<file path="config.mk">
export PLATFORM = sky130hd
export DESIGN_NAME = tkb_timekeeping_regs
export DESIGN_NICKNAME = d
export VERILOG_FILES = /design/src/verilog/tkb_pkg.sv /design/src/verilog/tkb_timekeeping_regs.sv /design/src/verilog/tkb_clock_timer.sv /design/src/verilog/tkb_stopwatch.sv
export SDC_FILE = /design/constraint.sdc
export NUM_CORES = 1
export LEC_CHECK = 0
export ABC_CLOCK_PERIOD_IN_PS = 2300
export BUFFER_PORTS_ARGS = -buffer_cell sky130_fd_sc_hd__buf_2
export CAP_MARGIN = 40
export CORE_AREA = 2 2 118 120
export CTS_BUF_LIST = sky130_fd_sc_hd__clkbuf_4
export CTS_CLUSTER_SIZE = 40
export DETAILED_ROUTE_END_ITERATION = 10
export DIE_AREA = 0 0 120 122
export PLACE_DENSITY = 0.69
export SYNTH_ARGS = -nofsm -noshare
export SYNTH_HDL_FRONTEND = slang
export SYNTH_SLANG_ARGS = --single-unit
</file>
<file path="constraint.sdc">
create_clock -name core_clk -period 2.3 [get_ports core_clk]
set_input_delay 0.46 -clock core_clk [delete_from_list [all_inputs] [get_ports core_clk]]
set_output_delay 0.46 -clock core_clk [all_outputs]
set_load 0.01 [all_outputs]
</file>
<file path="src/verilog/tkb_pkg.sv">
package tkb_pkg;

    // ------------------------------------------------------------
    // clock and timing
    // ------------------------------------------------------------
    localparam int unsigned CLK_MHZ = 100;
    localparam int unsigned ONESHOT_LONG_US = 125000;
    localparam int unsigned ONESHOT_SHORT_US = 31250;
    localparam int unsigned HUNDREDTH_US = 10000;
    localparam int unsigned ONESHOT_LONG_CYC = ONESHOT_LONG_US * CLK_MHZ;
    localparam int unsigned ONESHOT_SHORT_CYC = ONESHOT_SHORT_US * CLK_MHZ;
    localparam int unsigned HUNDREDTH_CYC = HUNDREDTH_US * CLK_MHZ;
    // low-speed oscillator edges per 256 Hz stage tick
    localparam int unsigned LS_PRESCALE = 128;
    localparam int unsigned OSC_DIV_W = 3;

    // ------------------------------------------------------------
    // register map: printed offsets are indices, byte address = 4 * index
    // ------------------------------------------------------------
    localparam int unsigned ADDR_W = 18;
    localparam logic [15:0] IDX_CLK_CTRL = 16'hff40;
    localparam logic [15:0] IDX_STAGE = 16'hff41;
    localparam logic [15:0] IDX_SW_CTRL = 16'hff42;
    localparam logic [15:0] IDX_SW_BCD = 16'hff43;
    localparam logic [15:0] IDX_BUZ_CTRL = 16'hff44;
    localparam logic [7:0] RST_BYTE = 8'h00;

    // clock_output_and_timer_ctrl fields
    localparam int unsigned FO_SEL_HI = 6;
    localparam int unsigned FO_SEL_LO = 4;
    localparam int unsigned FO_EN = 3;
    localparam int unsigned WD_RESTART = 2;
    localparam int unsigned CT_CLEAR = 1;
    localparam int unsigned CT_RUN = 0;
    // stopwatch_ctrl fields
    localparam int unsigned SW_CLEAR = 1;
    localparam int unsigned SW_RUN = 0;
    // buzzer_oneshot_envelope_ctrl fields
    localparam int unsigned OS_STOP = 6;
    localparam int unsigned OS_TRIG = 5;
    localparam int unsigned OS_LEN = 4;
    localparam int unsigned ENV_DECAY = 3;
    localparam int unsigned ENV_CLEAR = 2;
    localparam int unsigned ENV_EN = 1;
    localparam int unsigned BZ_EN = 0;

    typedef enum logic [1:0] {
        SHOT_IDLE = 2'b01,
        SHOT_BURST = 2'b10
    } tkb_shot_e;

    function automatic logic regHit(input logic [ADDR_W-1:0] addr, input logic [15:0] idx);
        regHit = (addr == {idx, 2'b00});
    endfunction : regHit

endpackage : tkb_pkg

</file>
<file path="src/verilog/tkb_timekeeping_regs.sv">
`timescale 1ns/1ps
module tkb_timekeeping_regs #(
    parameter int unsigned ONESHOT_LONG_CYC = tkb_pkg::ONESHOT_LONG_CYC,
    parameter int unsigned ONESHOT_SHORT_CYC = tkb_pkg::ONESHOT_SHORT_CYC,
    parameter int unsigned SW_TICK_CYC = tkb_pkg::HUNDREDTH_CYC,
    parameter int unsigned CT_PRESCALE = tkb_pkg::LS_PRESCALE
) (
    input wire logic core_clk,
    input wire logic sys_rst,
    input wire logic [tkb_pkg::ADDR_W-1:0] avs_address,
    input wire logic avs_read,
    input wire logic avs_write,
    input wire logic [31:0] avs_writedata,
    input wire logic [3:0] avs_byteenable,
    output logic [31:0] avs_readdata,
    output logic avs_waitrequest,
    input wire logic lowSpeedOsc,
    input wire logic highSpeedOsc,
    output logic freqOut,
    output logic watchdogRestart,
    output logic buzzerGate,
    output logic oneshotActive,
    output logic envelopeEnable,
    output logic envelopeDecaySel,
    output logic envelopeClear
);
    import tkb_pkg::*;

    localparam int unsigned CW = $clog2(ONESHOT_LONG_CYC);

    // ------------------------------------------------------------
    // oscillator sampling and binary dividers
    // ------------------------------------------------------------
    logic [1:0] oscIn;
    logic [1:0] oscRise;
    logic [OSC_DIV_W:0] divTap [2];

    assign oscIn = {highSpeedOsc, lowSpeedOsc};

    genvar gi;
    generate
        for (gi = 0; gi < 2; gi++) begin : g_osc
            logic osc_q, osc_d;
            logic [OSC_DIV_W-1:0] cnt_q, cnt_d;
            always_comb begin
                osc_d = oscIn[gi];
                cnt_d = cnt_q;
                if (oscIn[gi] && !osc_q) begin
                    cnt_d = cnt_q + OSC_DIV_W'(1);
                end
            end
            always_ff @(posedge core_clk) begin
                if (sys_rst) begin
                    osc_q <= 1'b0;
                    cnt_q <= '0;
                end else begin
                    osc_q <= osc_d;
                    cnt_q <= cnt_d;
                end
            end
            assign oscRise[gi] = oscIn[gi] && !osc_q;
            // tap 0 is the oscillator itself, tap n is divide by 2**n
            assign divTap[gi] = {cnt_q, osc_q};
        end
    endgenerate

    // ------------------------------------------------------------
    // register state
    // ------------------------------------------------------------
    logic wait_q, wait_d;
    logic [31:0] rdata_q, rdata_d;
    logic [2:0] foSel_q, foSel_d;
    logic foEn_q, foEn_d;
    logic ctRun_q, ctRun_d;
    logic swRun_q, swRun_d;
    logic osLen_q, osLen_d;
    logic envDecay_q, envDecay_d;
    logic envOn_q, envOn_d;
    logic buzzer_out_enable_q, buzzer_out_enable_d;
    logic wdPulse_q, wdPulse_d;
    logic ctClr_q, ctClr_d;
    logic swClr_q, swClr_d;
    logic envClr_q, envClr_d;
    logic fout_q, fout_d;
    logic gate_q, gate_d;
    tkb_shot_e shot_q, shot_d;
    logic [CW-1:0] shotCnt_q, shotCnt_d;

    logic [7:0] stages;
    logic [7:0] swBcd;
    logic accept;
    logic wrLane;
    logic busy;

    assign accept = (avs_read || avs_write) && !wait_q;
    assign wrLane = accept && avs_write && avs_byteenable[0];
    assign busy = (shot_q == SHOT_BURST);

    tkb_clock_timer #(
        .PRESCALE(CT_PRESCALE)
    ) u_clock_timer (
        .core_clk(core_clk),
        .sys_rst(sys_rst),
        .oscRise(oscRise[0]),
        .run(ctRun_q),
        .clear(ctClr_q),
        .stages(stages)
    );

    tkb_stopwatch #(
        .TICK_CYC(SW_TICK_CYC)
    ) u_stopwatch (
        .core_clk(core_clk),
        .sys_rst(sys_rst),
        .run(swRun_q),
        .clear(swClr_q),
        .bcd(swBcd)
    );

    // ------------------------------------------------------------
    // next-state logic
    // ------------------------------------------------------------
    always_comb begin
        // one wait state per access keeps readdata straight from a flop
        wait_d = !((avs_read || avs_write) && wait_q);
        rdata_d = rdata_q;
        foSel_d = foSel_q;
        foEn_d = foEn_q;
        ctRun_d = ctRun_q;
        swRun_d = swRun_q;
        osLen_d = osLen_q;
        envDecay_d = envDecay_q;
        envOn_d = envOn_q;
        buzzer_out_enable_d = buzzer_out_enable_q;
        wdPulse_d = 1'b0;
        ctClr_d = 1'b0;
        swClr_d = 1'b0;
        envClr_d = 1'b0;
        shot_d = shot_q;
        shotCnt_d = shotCnt_q;

        if (avs_read && wait_q) begin // load in the wait state: data stands with waitrequest low
            rdata_d = 32'h0000_0000;
            if (regHit(avs_address, IDX_CLK_CTRL)) begin
                rdata_d[FO_SEL_HI:FO_SEL_LO] = foSel_q;
                rdata_d[FO_EN] = foEn_q;
                rdata_d[CT_RUN] = ctRun_q;
            end else if (regHit(avs_address, IDX_STAGE)) begin
                rdata_d[7:0] = stages;
            end else if (regHit(avs_address, IDX_SW_CTRL)) begin
                rdata_d[SW_RUN] = swRun_q;
            end else if (regHit(avs_address, IDX_SW_BCD)) begin
                rdata_d[7:0] = swBcd;
            end else if (regHit(avs_address, IDX_BUZ_CTRL)) begin
                rdata_d[OS_TRIG] = busy;
                rdata_d[OS_LEN] = osLen_q;
                rdata_d[ENV_DECAY] = envDecay_q;
                rdata_d[ENV_EN] = envOn_q;
                rdata_d[BZ_EN] = buzzer_out_enable_q;
            end
        end

        if (wrLane && regHit(avs_address, IDX_CLK_CTRL)) begin
            foSel_d = avs_writedata[FO_SEL_HI:FO_SEL_LO];
            foEn_d = avs_writedata[FO_EN];
            ctRun_d = avs_writedata[CT_RUN];
            wdPulse_d = avs_writedata[WD_RESTART];
            ctClr_d = avs_writedata[CT_CLEAR];
        end
        if (wrLane && regHit(avs_address, IDX_SW_CTRL)) begin
            swRun_d = avs_writedata[SW_RUN];
            swClr_d = avs_writedata[SW_CLEAR];
        end

        // burst countdown
        if (busy) begin
            if (shotCnt_q == '0) begin
                shot_d = SHOT_IDLE;
            end else begin
                shotCnt_d = shotCnt_q - CW'(1);
            end
        end

        if (wrLane && regHit(avs_address, IDX_BUZ_CTRL)) begin
            osLen_d = avs_writedata[OS_LEN];
            envDecay_d = avs_writedata[ENV_DECAY];
            envOn_d = avs_writedata[ENV_EN];
            buzzer_out_enable_d = avs_writedata[BZ_EN];
            envClr_d = avs_writedata[ENV_CLEAR];
            // stop beats a trigger written in the same word
            if (avs_writedata[OS_STOP]) begin
                shot_d = SHOT_IDLE;
                shotCnt_d = '0;
            end else if (avs_writedata[OS_TRIG]) begin
                shot_d = SHOT_BURST;
                // the length bit written in this same word applies
                shotCnt_d = avs_writedata[OS_LEN] ? CW'(ONESHOT_LONG_CYC - 1)
                                                  : CW'(ONESHOT_SHORT_CYC - 1);
            end
        end

        if (shot_d == SHOT_BURST) begin
            envOn_d = 1'b0;
        end

        // select bit 2 low picks the slow oscillator, bits 1:0 pick the tap
        fout_d = 1'b0;
        if (foEn_q) begin
            fout_d = divTap[foSel_q[2]][foSel_q[1:0]];
        end
        gate_d = buzzer_out_enable_q || busy;
    end

    // ------------------------------------------------------------
    // registers
    // ------------------------------------------------------------
    always_ff @(posedge core_clk) begin
        if (sys_rst) begin
            wait_q <= 1'b1;
            rdata_q <= 32'h0000_0000;
            foSel_q <= 3'h0;
            foEn_q <= 1'b0;
            ctRun_q <= 1'b0;
            swRun_q <= 1'b0;
            osLen_q <= 1'b0;
            envDecay_q <= 1'b0;
            envOn_q <= 1'b0;
            buzzer_out_enable_q <= 1'b0;
            wdPulse_q <= 1'b0;
            ctClr_q <= 1'b0;
            swClr_q <= 1'b0;
            envClr_q <= 1'b0;
            fout_q <= 1'b0;
            gate_q <= 1'b0;
            shot_q <= SHOT_IDLE;
            shotCnt_q <= '0;
        end else begin
            wait_q <= wait_d;
            rdata_q <= rdata_d;
            foSel_q <= foSel_d;
            foEn_q <= foEn_d;
            ctRun_q <= ctRun_d;
            swRun_q <= swRun_d;
            osLen_q <= osLen_d;
            envDecay_q <= envDecay_d;
            envOn_q <= envOn_d;
            buzzer_out_enable_q <= buzzer_out_enable_d;
            wdPulse_q <= wdPulse_d;
            ctClr_q <= ctClr_d;
            swClr_q <= swClr_d;
            envClr_q <= envClr_d;
            fout_q <= fout_d;
            gate_q <= gate_d;
            shot_q <= shot_d;
            shotCnt_q <= shotCnt_d;
        end
    end

    assign avs_readdata = rdata_q;
    assign avs_waitrequest = wait_q;
    assign freqOut = fout_q;
    assign watchdogRestart = wdPulse_q;
    assign buzzerGate = gate_q;
    assign oneshotActive = shot_q[1];
    assign envelopeEnable = envOn_q;
    assign envelopeDecaySel = envDecay_q;
    assign envelopeClear = envClr_q;

    // ------------------------------------------------------------
    // checks
    // ------------------------------------------------------------
    property p_fout_off;
        @(posedge core_clk) disable iff (sys_rst)
        !foEn_q |=> !freqOut;
    endproperty
    a_fout_off: assert property (p_fout_off) else $error("clock output active while off");

    property p_stage_read;
        @(posedge core_clk) disable iff (sys_rst)
        (avs_read && wait_q && regHit(avs_address, IDX_STAGE))
            |=> (avs_readdata == {24'h000000, $past(stages)});
    endproperty
    a_stage_read: assert property (p_stage_read) else $error("stage readout mismatch");

    property p_stop;
        @(posedge core_clk) disable iff (sys_rst)
        (wrLane && regHit(avs_address, IDX_BUZ_CTRL) && avs_writedata[OS_STOP])
            |=> !oneshotActive;
    endproperty
    a_stop: assert property (p_stop) else $error("burst survived a stop");

    property p_trig;
        @(posedge core_clk) disable iff (sys_rst)
        (wrLane && regHit(avs_address, IDX_BUZ_CTRL) && avs_writedata[OS_TRIG]
            && !avs_writedata[OS_STOP]) |=> oneshotActive ##1 oneshotActive;
    endproperty
    a_trig: assert property (p_trig) else $error("trigger did not start a burst");

    property p_len;
        @(posedge core_clk) disable iff (sys_rst)
        (wrLane && regHit(avs_address, IDX_BUZ_CTRL) && avs_writedata[OS_TRIG]
            && !avs_writedata[OS_STOP])
            |=> (shotCnt_q == ($past(avs_writedata[OS_LEN]) ? CW'(ONESHOT_LONG_CYC - 1)
                                                              : CW'(ONESHOT_SHORT_CYC - 1)));
    endproperty
    a_len: assert property (p_len) else $error("burst length wrong");

    property p_env_off;
        @(posedge core_clk) disable iff (sys_rst)
        oneshotActive |-> !envelopeEnable;
    endproperty
    a_env_off: assert property (p_env_off) else $error("envelope on during burst");

    property p_wd_pulse;
        @(posedge core_clk) disable iff (sys_rst)
        (wrLane && regHit(avs_address, IDX_CLK_CTRL) && avs_writedata[WD_RESTART])
            |=> watchdogRestart ##1 !watchdogRestart;
    endproperty
    a_wd_pulse: assert property (p_wd_pulse) else $error("watchdog restart not one pulse");

    property p_wait;
        @(posedge core_clk) disable iff (sys_rst)
        ((avs_read || avs_write) && avs_waitrequest) |=> !avs_waitrequest;
    endproperty
    a_wait: assert property (p_wait) else $error("access not answered in one wait state");

    c_trig: cover property (@(posedge core_clk) disable iff (sys_rst) $rose(oneshotActive));
    c_stop: cover property (@(posedge core_clk) disable iff (sys_rst)
        oneshotActive ##1 (wrLane && avs_writedata[OS_STOP]));
    c_end: cover property (@(posedge core_clk) disable iff (sys_rst) $fell(oneshotActive));

endmodule : tkb_timekeeping_regs

</file>
<file path="src/verilog/tkb_clock_timer.sv">
`timescale 1ns/1ps
module tkb_clock_timer #(
    parameter int unsigned PRESCALE = tkb_pkg::LS_PRESCALE
) (
    input wire logic core_clk,
    input wire logic sys_rst,
    input wire logic oscRise,
    input wire logic run,
    input wire logic clear,
    output logic [7:0] stages
);
    import tkb_pkg::*;

    localparam int unsigned PW = $clog2(PRESCALE);

    logic [PW-1:0] pre_q, pre_d;
    logic [7:0] stage_q, stage_d;

    // ------------------------------------------------------------
    // prescaler and divider stages
    // ------------------------------------------------------------
    always_comb begin
        pre_d = pre_q;
        stage_d = stage_q;
        if (clear) begin
            pre_d = '0;
            stage_d = RST_BYTE;
        end else if (run && oscRise) begin
            if (pre_q == PW'(PRESCALE - 1)) begin
                pre_d = '0;
                stage_d = stage_q + 8'h01;
            end else begin
                pre_d = pre_q + PW'(1);
            end
        end
    end

    always_ff @(posedge core_clk) begin
        if (sys_rst) begin
            pre_q <= '0;
            stage_q <= RST_BYTE;
        end else begin
            pre_q <= pre_d;
            stage_q <= stage_d;
        end
    end

    assign stages = stage_q;

    property p_ct_hold;
        @(posedge core_clk) disable iff (sys_rst)
        (!run && !clear) |=> $stable(stage_q) && $stable(pre_q);
    endproperty
    a_ct_hold: assert property (p_ct_hold) else $error("clock timer moved while stopped");

endmodule : tkb_clock_timer

</file>
<file path="src/verilog/tkb_stopwatch.sv">
`timescale 1ns/1ps
module tkb_stopwatch #(
    parameter int unsigned TICK_CYC = tkb_pkg::HUNDREDTH_CYC
) (
    input wire logic core_clk,
    input wire logic sys_rst,
    input wire logic run,
    input wire logic clear,
    output logic [7:0] bcd
);
    import tkb_pkg::*;

    localparam int unsigned TW = $clog2(TICK_CYC);

    logic [TW-1:0] tick_q, tick_d;
    logic [3:0] tenth_q, tenth_d;
    logic [3:0] hund_q, hund_d;

    // ------------------------------------------------------------
    // 1/100 s tick and two decade digits
    // ------------------------------------------------------------
    always_comb begin
        tick_d = tick_q;
        tenth_d = tenth_q;
        hund_d = hund_q;
        if (clear) begin
            tick_d = '0;
            tenth_d = 4'h0;
            hund_d = 4'h0;
        end else if (run) begin
            if (tick_q == TW'(TICK_CYC - 1)) begin
                tick_d = '0;
                if (hund_q == 4'h9) begin
                    hund_d = 4'h0;
                    tenth_d = (tenth_q == 4'h9) ? 4'h0 : tenth_q + 4'h1;
                end else begin
                    hund_d = hund_q + 4'h1;
                end
            end else begin
                tick_d = tick_q + TW'(1);
            end
        end
    end

    always_ff @(posedge core_clk) begin
        if (sys_rst) begin
            tick_q <= '0;
            tenth_q <= 4'h0;
            hund_q <= 4'h0;
        end else begin
            tick_q <= tick_d;
            tenth_q <= tenth_d;
            hund_q <= hund_d;
        end
    end

    assign bcd = {tenth_q, hund_q};

    property p_sw_hold;
        @(posedge core_clk) disable iff (sys_rst)
        (!run && !clear) |=> $stable(bcd);
    endproperty
    a_sw_hold: assert property (p_sw_hold) else $error("stopwatch moved while stopped");

    property p_sw_bcd;
        @(posedge core_clk) disable iff (sys_rst)
        (tenth_q <= 4'h9) && (hund_q <= 4'h9);
    endproperty
    a_sw_bcd: assert property (p_sw_bcd) else $error("stopwatch digit above nine");

    c_sw_wrap: cover property (@(posedge core_clk) disable iff (sys_rst)
        (bcd == 8'h99) ##1 (bcd == 8'h00));

endmodule : tkb_stopwatch

</file>
; ---- Word level (Yosys, flattened, before mapping)
; Index checks and enable logic that the tools add are counted.
[op_classes]
n_eq_ne = 11
n_addsub = 8
reduce_logical = 28
muxes = 33
n_shift = 0
n_lt_le_gt_ge = 2
div = 0
multipliers = 0
bitwise = 5
[op_table]
columns = op, count
row1 = 24-bit two-way mux, 6
row2 = "18-bit == test, second input constant", 5
row3 = 24-bit zero test, 1
row4 = 4-bit two-way mux, 6
row5 = "24-bit by 1-bit subtractor with 24-bit output, second input constant", 1
row6 = "20-bit by 1-bit adder with 20-bit output, second input constant", 1
row7 = "20-bit == test, second input constant", 1
row8 = 20-bit two-way mux, 1
row9 = 2-bit two-way mux, 9
row10 = 7-bit two-way mux, 2
row11 = 2-bit OR reduction, 7
row12 = 1-bit logical AND, 11
row13 = "4-bit by 1-bit adder with 4-bit output, second input constant", 2
row14 = "8-bit by 1-bit adder with 8-bit output, second input constant", 1
row15 = "4-bit == test, second input constant", 2
row16 = 8-bit two-way mux, 1
row17 = "7-bit by 1-bit adder with 7-bit output, second input constant", 1
row18 = "7-bit == test, second input constant", 1
row19 = "3-bit by 1-bit adder with 3-bit output, second input constant", 2
row20 = 3-bit two-way mux, 2
row21 = 1-bit two-way mux, 5
row22 = "2-bit == test, second input constant", 2
row23 = 1-bit zero test, 4
row24 = 1-bit inverter, 4
row25 = other kinds (7), 9
[word_totals]
in_bits = 60
reg_bits = 102
n_memories = 0
ramBits = 0
rom_bits = 0
latchBits = 0
output_inout_bits = 40

; ---- Longest topological paths before layout
; Gate-level depths: netlist of run 1.
[logic_depth]
depth_word = 8
ltp_mapped = 7

; ---- By module
; A second synthesis of run 1 with hierarchy kept.
[hier_totals]
hier_cells = 599
hier_area_um2 = 5232.5
[modules_own_cells]
columns = module, cells_each, n_inst, area_each_um2
row1 = tkb_timekeeping_regs, 352, 1, 3098.0
row2 = tkb_stopwatch, 159, 1, 1370.1
row3 = tkb_clock_timer, 88, 1, 764.5

; ---- Worst setup path before layout of run 1
; No wires, ideal clock.
[synth_timing]
path_kind = input-to-reg
from = in avs_address[0] in the netlist's numbering
to = reg shotCnt_q[12]
arrival_ns = 2.336
stages = 7
slack_ns = -0.112
required_ns = 2.225
path_buffers = 2
cell_sequence = or3_1 or4_1 clkbuf_1 or3_1 clkbuf_1 or3_1 a31oi_1
[synth_via]
elab_chain_len = 3
[synth_lines]
columns = item, line_no
row1 = "start, declared", tkb_timekeeping_regs.sv:10  ; input wire logic [tkb_pkg::ADDR_W-1:0] avs_address,
row2 = 18-bit == test, tkb_pkg.sv:53  ; regHit = (addr == {idx, 2'b00});
row3 = 1-bit logical AND, tkb_timekeeping_regs.sv:184  ; if (wrLane && regHit(avs_address, IDX_BUZ_CTRL)) begin
row4 = 24-bit two-way mux, tkb_timekeeping_regs.sv:184
row5 = "end signal, assigned", tkb_timekeeping_regs.sv:255  ; shotCnt_q <= shotCnt_d;
row6 = "end, declared", tkb_timekeeping_regs.sv:87  ; logic [CW-1:0] shotCnt_q, shotCnt_d;
; Every way passes these cells.
; A chain may end at the register's enable or synchronous reset.

; ---- Worst setup path in the final report of run 1
[layout_timing]
from = reg shotCnt_q[10]
to = reg shotCnt_q[6]
[layout_via]
elab_chain_len = 6
[layout_lines]
columns = item, line_no
row1 = 24-bit zero test *, tkb_timekeeping_regs.sv:177  ; if (shotCnt_q == '0) begin
row2 = 24-bit two-way mux *, tkb_timekeeping_regs.sv:177
row3 = 24-bit two-way mux *, tkb_timekeeping_regs.sv:176  ; if (busy) begin
row4 = 24-bit two-way mux, tkb_timekeeping_regs.sv:194  ; end else if (avs_writedata[OS_TRIG]) begin
row5 = 24-bit two-way mux, tkb_timekeeping_regs.sv:191  ; if (avs_writedata[OS_STOP]) begin
row6 = 24-bit two-way mux *, tkb_timekeeping_regs.sv:184
; Mark *: on every way between the ends. The rest lies on a longest branch, timed or not.

==> qor.yml, run 1 <==
status: "complete, no violations"
rr_worst_depth: 5
synth_cell_types: 55
worstPathCellList: "or4_4 -> or4_2 -> o211ai_1 -> xor2_1 -> nor3_1"
cts_setup_buffers: 0
ant_nets: 0
syn_avg_cell_area_um2: 8.68
maxSlewViolCount: 0
power_density_nw_per_um2: 482
path_buf_inv: 0
critPathLaunchType: "register"
whs_endpoint: "avs_waitrequest"
finalHoldViolCount: 0
multi_input_area_um2: 2760
critPathTopFamily: "simple AND/OR/NAND/NOR gates"
num-fill-cells: 1336
cp_max_fo: 5
nets: 717
drive_gt1_share_pct: 20.4
synth_xor_area_share_pct: 8.58
grt_pass1_wl_mm: 19.4
antenna_found_initial: 0
synth-async-reset-ratio_pct: 0
ys_seq_area_share_pct: 40.8
synth_warnings: 0
core.rowCount: 43
tightest_slew_ns: 0.583
ctsHtreeMaxLevel: 3
place_area_um2: 5620
dpl.hpwl_mm: 8.83
r2r-end: "shotCnt_q[6]"
max_stage_delay_ns: 0.77
hold_depth: 2
synthAdderAreaFrac_pct: 1.50
rrSetupSlack_ns: 0.05
syn_to_final_growth_pct: 15.3
ioPinCount: 100
synth_mux_area_share_pct: 5.00
dieArea_um2: 14600
finalClockSkew_ns: 0.0155
synth_ff_type: "dfxtp_1"
synth-compound-area-share_pct: 10.6
cts_tree: "built"
end_kind: "register"
hold_path.class: "input pin to register"
synth_seq_cells: 102
drc: 0
dr.pass1.iters: 4
grtUsageTotal_pct: 16.3
die_x_um: 120
clk_pin_slew_ns: 0.15
grt_pass1_vias: 4190
timing.slew.headroom_pct: 60.6
synth_top_family_by_area: "simple AND/OR/NAND/NOR gates"
slowest_stage: "or4_2"
p_leak_nw: 2.29
dieHeight_um: 122
synth-edff-count: 0
min_from: "avs_read"
cp.arrival_ns: 2.61
holdWs_ns: 0.186
grt_start_max_net_pins: 27
wl_per_cell_um: 14.0
final.period_utilization_pct: 97.7
syn_area_um2: 5000
drt-total-wl_mm: 11.7
insertion_delay_ns: 0.47
vias: 4292
overflow: 0
fin_area_um2: 5770
hold_buffers: 0
fmax_ghz: 0.445
cts_buffers: 9
cts_buffer_depth: 2
rsz0062_at_grt: "true"
gp_congestion: 0.898
core_region_area_um2: 13500
io_buffers: 47
timing.rr.start: "shotCnt_q[10]"
cts_sinks: 102
maxCapViolations: 0
period_needed_ns: 2.25
vias_per_cell: 5.13
cts_root_buf: "clkbuf_4"
postSynthCellCount: 576
start_util_pct: 37.0
drt-initial-drc-count: 238
crit_type: "register to register"
synth-simple-area-share_pct: 27.0
cp.required_ns: 2.67
irDropWorstVdd_uv: 347
final-seq-area_um2: 2040
setup_viol: 0
antenna_cells: 0
## what timing repair did
item,in CTS,in global routing
endpoints found under the hold margin,0,0
setup endpoints to repair,2,16
pin swaps,0,5
cloned,0,1
gates resized for setup,1,7
## metal layers
metal | routed length (um) | vias to the layer above | GRT usage [%]
met5 | 0 | - | 0
met4 | 156 | 0 | 5.29
met3 | 418 | 16 | 3.60
met2 | 5820 | 77 | 28.7
met1 | 5290 | 2051 | 19.8
li1 | - | 2148 | -
## state kept, by name (all words and copies together) (netlist names), 2 cells and up
signal / count
u_stopwatch.tenth_q: 4
shot_q: 2
g_osc.cnt_q: 6
g_osc.osc_q: 2
avs_readdata: 8
u_stopwatch.tick_q: 20
u_stopwatch.hund_q: 4
shotCnt_q: 24
u_clock_timer.stages: 8
foSel_q: 3
u_clock_timer.pre_q: 7
## logic make-up after synthesis
kind of cell               Yosys count
and+or+nand+nor                    251
DFF                                102
xor gates and xnor gates            49
other                                1
AOI/OAI and AO/OA                   84
buffers and inverters               61
muxes                               22
adders and majority gates            6
## final cells by class
class / count / area share [%]
clock buffer: 11 / 1.43
clock inverter: 5 / 0.456
inverter: 11 / 0.716
multi-input combinational: 437 / 47.9
sequential: 102 / 35.4
tap: 180 / 3.91
timing repair buffer: 90 / 10.1
## report_power, final
part	internal [mW]	total [mW]	leakage, nW	switching (mW)
Clock	0.239	0.826	0.0657	0.587
Sequential	1.78	1.79	0.823	0.00817
Combinational	0.0667	0.170	1.40	0.103
## placed cells by master (no fill, tap or decap), types with 3 or more instances in the layout
| master | n |
|---|---|
| nand4_1 | 18 |
| and3_1 | 19 |
| nor2_1 | 71 |
| nand2b_1 | 7 |
| nand2_1 | 40 |
| o221ai_1 | 3 |
| nor4_1 | 7 |
| xor2_1 | 30 |
| xnor2_1 | 19 |
| or4_4 | 3 |
| a21oi_1 | 28 |
| or2_2 | 9 |
| nor3_1 | 14 |
| o31ai_1 | 10 |
| o21ai_0 | 9 |
| buf_4 | 41 |
| conb_1 | 24 |
| a21o_1 | 4 |
| or3_1 | 11 |
| and4_1 | 3 |
| nor2b_1 | 10 |
| or4_1 | 10 |
| a22oi_1 | 3 |
| mux2i_1 | 16 |
| mux2_2 | 4 |
| inv_1 | 11 |
| nand4b_1 | 4 |
| dfxtp_1 | 101 |
| o21ai_1 | 3 |
| a31oi_1 | 10 |
| o211ai_1 | 4 |
| nor4_2 | 3 |
| clkbuf_4 | 11 |
| nand3_1 | 7 |
| ha_1 | 6 |
| buf_2 | 47 |
| nor4b_1 | 4 |
## Yosys cell counts, drive strengths merged, types with 2 or more instances
| cell type | instances | share of area (%) |
|---|---|---|
| mux2 | 4 | 0.90 |
| a31oi | 10 | 1.3 |
| nand4 | 18 | 2.3 |
| a21oi | 28 | 2.8 |
| nand4b | 4 | 0.70 |
| a32oi | 2 | 0.35 |
| nor4 | 10 | 1.4 |
| nand3 | 7 | 0.70 |
| or2 | 9 | 1.1 |
| buf | 29 | 4.0 |
| nor2b | 10 | 1.3 |
| and3 | 19 | 2.4 |
| a22oi | 3 | 0.45 |
| ha | 6 | 1.5 |
| or3 | 11 | 1.4 |
| or4 | 13 | 2.2 |
| o31ai | 10 | 1.5 |
| nor4b | 4 | 0.70 |
| o21ai | 13 | 1.3 |
| nor2 | 71 | 5.3 |
| and2 | 2 | 0.25 |
| and3b | 2 | 0.35 |
| xor2 | 30 | 5.3 |
| nand2b | 7 | 0.88 |
| clkbuf | 21 | 1.6 |
| mux2i | 16 | 3.2 |
| nand2 | 40 | 3.0 |
| nor3 | 15 | 1.6 |
| nand3b | 2 | 0.30 |
| o211ai | 5 | 0.85 |
| and4 | 3 | 0.53 |
| dfxtp | 102 | 41 |
| mux4 | 2 | 0.90 |
| o221ai | 3 | 0.53 |
| a21o | 4 | 0.60 |
| inv | 11 | 0.83 |
| xnor2 | 19 | 3.3 |
## per-stage QoR
stage                     util, %  power [mW]  TNS (ns)  std cells  worst slack (ns)
after global routing         42.7        2.90   -0.0877        836           -0.0283
after CTS                    42.4        2.80         0        835            0.0232
after global placement       41.6        1.99     -2.08        819            -0.153
after floorplan                 -        1.95    -0.296        599           -0.0705
after detailed placement     41.6        1.99     -2.43        819            -0.176
final                        42.7        2.78         0        836            0.0536
## worst max-delay path by stage
stage	from	end	cells after the start
final	shotCnt_q[10]	shotCnt_q[6]	5
after CTS	shotCnt_q[5]	shotCnt_q[17]	4
after floorplan	avs_address[0]	shotCnt_q[12]	7
after global placement	avs_address[0]	shotCnt_q[12]	6
after detailed placement	avs_address[0]	envelopeEnable	7
after global routing	shotCnt_q[0]	shotCnt_q[12]	7
(Power assumes the default switching activity.)
==> run 2: changes to the inputs <==
- CORE_AREA: 2 2 118 120 -> 2 2 100 141
- DIE_AREA: 0 0 120 122 -> 0 0 102 143
==> run 2 against run 1 <==
Critical path depth did not move; clock power rose by 16%; utilization increased by 1.5 points; first-iteration DRC count down 4.6%; register-to-register slack worse by 0.02 ns; sequential power barely moved; hold slack got worse by 0.0030 ns; wire length grew 3.9%; flip-flop and latch count is the same; clock-buffer cell count unchanged; total power rose by 4.7%; clock skew is 0.0055 ns higher.
==> qor.yml, run 2 (same netlist as run 1, synthesis figures left out) <==
hold_buffers: 0
io_buffers: 47
largest_registers: "shotCnt_q: 24 flops, u_stopwatch.tick_q: 20 flops"
start_util_pct: 37.7
cts_buffer_depth: 2
cts_buffers: 9
end_kind: "register"
path_buf_inv: 0
wl_met1_mm: 4.88
grt_start_max_net_pins: 22
drt-initial-drc-count: 227
final_util_pct: 44.2
routed.top_layer: "met4"
antenna_found_initial: 1
cp.required_ns: 2.72
swShare_pct: 24.4
vias: 4364
dr.pass1.iters: 4
finalClockSkew_ns: 0.0210
power_frac_comb_pct: 5.8
drive_gt1_share_pct: 21.4
worstPathCellList: "or4_4 -> or4_4 -> o21ai_4 -> mux2_2 -> a21oi_1"
status: "complete, no violations"
setup_viol: 0
syn_to_final_growth_pct: 17.2
insertion_delay_ns: 0.48
period_needed_ns: 2.27
hold_path.class: "input pin to register"
dieArea_um2: 14600
p_switching_mw: 0.711
dpl.hpwl_mm: 9.10
drt-total-wl_mm: 12.1
die_x_um: 102
finalPower_mw: 2.91
layout_commonest_cell: "dfxtp_1"
mostFrequentLayoutCells: "dfxtp_1 (100), nor2_1 (71), buf_2 (47)"
top_register: "shotCnt_q"
wl_met3_um: 570
cpMostUsedCell: "or4_4"
grt_pass1_vias: 4344
slowest_stage: "or4_4"
nets: 720
critPathTopFamily: "simple AND/OR/NAND/NOR gates"
p_int_mw: 2.20
gp_congestion: 0.874
drc: 0
irDropWorstVdd_uv: 383
tightest_slew_ns: 0.569
largest_register_ff_count: 24
p_clk_share_pct: 32.9
cp.arrival_ns: 2.68
cp_max_fo: 6
finalHoldViolCount: 0
dieHeight_um: 143
clk_pin_slew_ns: 0.15
ctsHtreeMaxLevel: 3
grtUsageTotal_pct: 17.4
power_frac_seq_pct: 61.3
vias_per_cell: 5.18
critPathLaunchType: "register"
fmax_ghz: 0.441
wl_per_cell_um: 14.4
timing.slew.headroom_pct: 61.5
wl_met2_mm: 6.29
core.rowCount: 50
core_region_area_um2: 13300
grt_pass1_wl_mm: 19.9
p_leak_nw: 2.32
cts_sinks: 102
max_stage_delay_ns: 0.61
cts_root_buf: "clkbuf_4"
maxCapViolations: 0
power_density_nw_per_um2: 497
ioPinCount: 100
overflow: 0
maxSlewViolCount: 0
tns_ns: 0
cts_tree: "built"
rsz0062_at_grt: "true"
final.period_utilization_pct: 98.5
crit_type: "register to register"
ant_nets: 0
run 2: cell types whose count changed in the layout (fill, tap and decap cells not counted), moves of 2 or more:
cell      delta
buf_4        +2
buf_6        +2
clkinv_2     -2
nor4_2       -2
run 2: worst reg2reg max path, stage by stage (launching register included):
cell	delay, ns
dfxtp_2	0.35
or4_4	0.56
or4_4	0.61
o21ai_4	0.20
mux2_2	0.36
a21oi_1	0.13
run 2: what timing repair did:
action                                  4_1_cts  5_1_grt
endpoints found under the setup margin        2       12
cloned                                        0        1
gates resized for setup                       2       16
setup buffers                                 0        5
pin swaps                                     0        5
run 2: through the flow:
| step | cells | hold WS (ns) | worst slack (ns) | instance area (um2) |
|---|---|---|---|---|
| floorplan | 599 | 0.436 | -0.0705 | 5090 |
| global placement | 819 | 0.420 | -0.0732 | 5590 |
| detailed placement | 819 | 0.427 | -0.104 | 5590 |
| CTS | 835 | 0.150 | 0.00660 | 5740 |
| global route | 842 | 0.157 | -0.0309 | 5860 |
| finish | 842 | 0.183 | 0.0335 | 5860 |
run 2: routing by layer:
metal / track usage, % / up-vias
met2: 29.7 / 109
met5: 0 / -
met1: 20.1 / 2065
met3: 4.75 / 31
met4: 7.44 / 0
li1: - / 2159
run 2: final timing paths:
path	start	end	slack, ns	cells after the start
worst max-delay path	shotCnt_q[11]	shotCnt_q[1]	0.03	5
worst min-delay path	avs_read	avs_waitrequest	0.18	2
worst max register to register	shotCnt_q[11]	shotCnt_q[1]	0.03	5
worst min register to register	avs_waitrequest	avs_waitrequest	0.46	1
run 2: layout make-up:
| type | count | area (um2) |
|---|---|---|
| inverters | 11 | 41.3 |
| clock buffers | 11 | 82.6 |
| flip-flops and latches | 102 | 2040 |
| repair buffers | 93 | 601 |
| multi-input cells | 437 | 2800 |
| well taps | 182 | 228 |
| fillers | 1323 | 7400 |
| clock inverters | 5 | 58.8 |
| diodes | 1 | 2.50 |
run 2: power by group through the flow:
stage	Combinational (mW)	Sequential (mW)	Clock [mW]
after floorplan	0.127	1.82	0
after global placement	0.163	1.82	0
after detailed placement	0.168	1.82	0
after CTS	0.168	1.79	0.988
after global routing	0.190	1.79	1.08
final	0.169	1.79	0.957
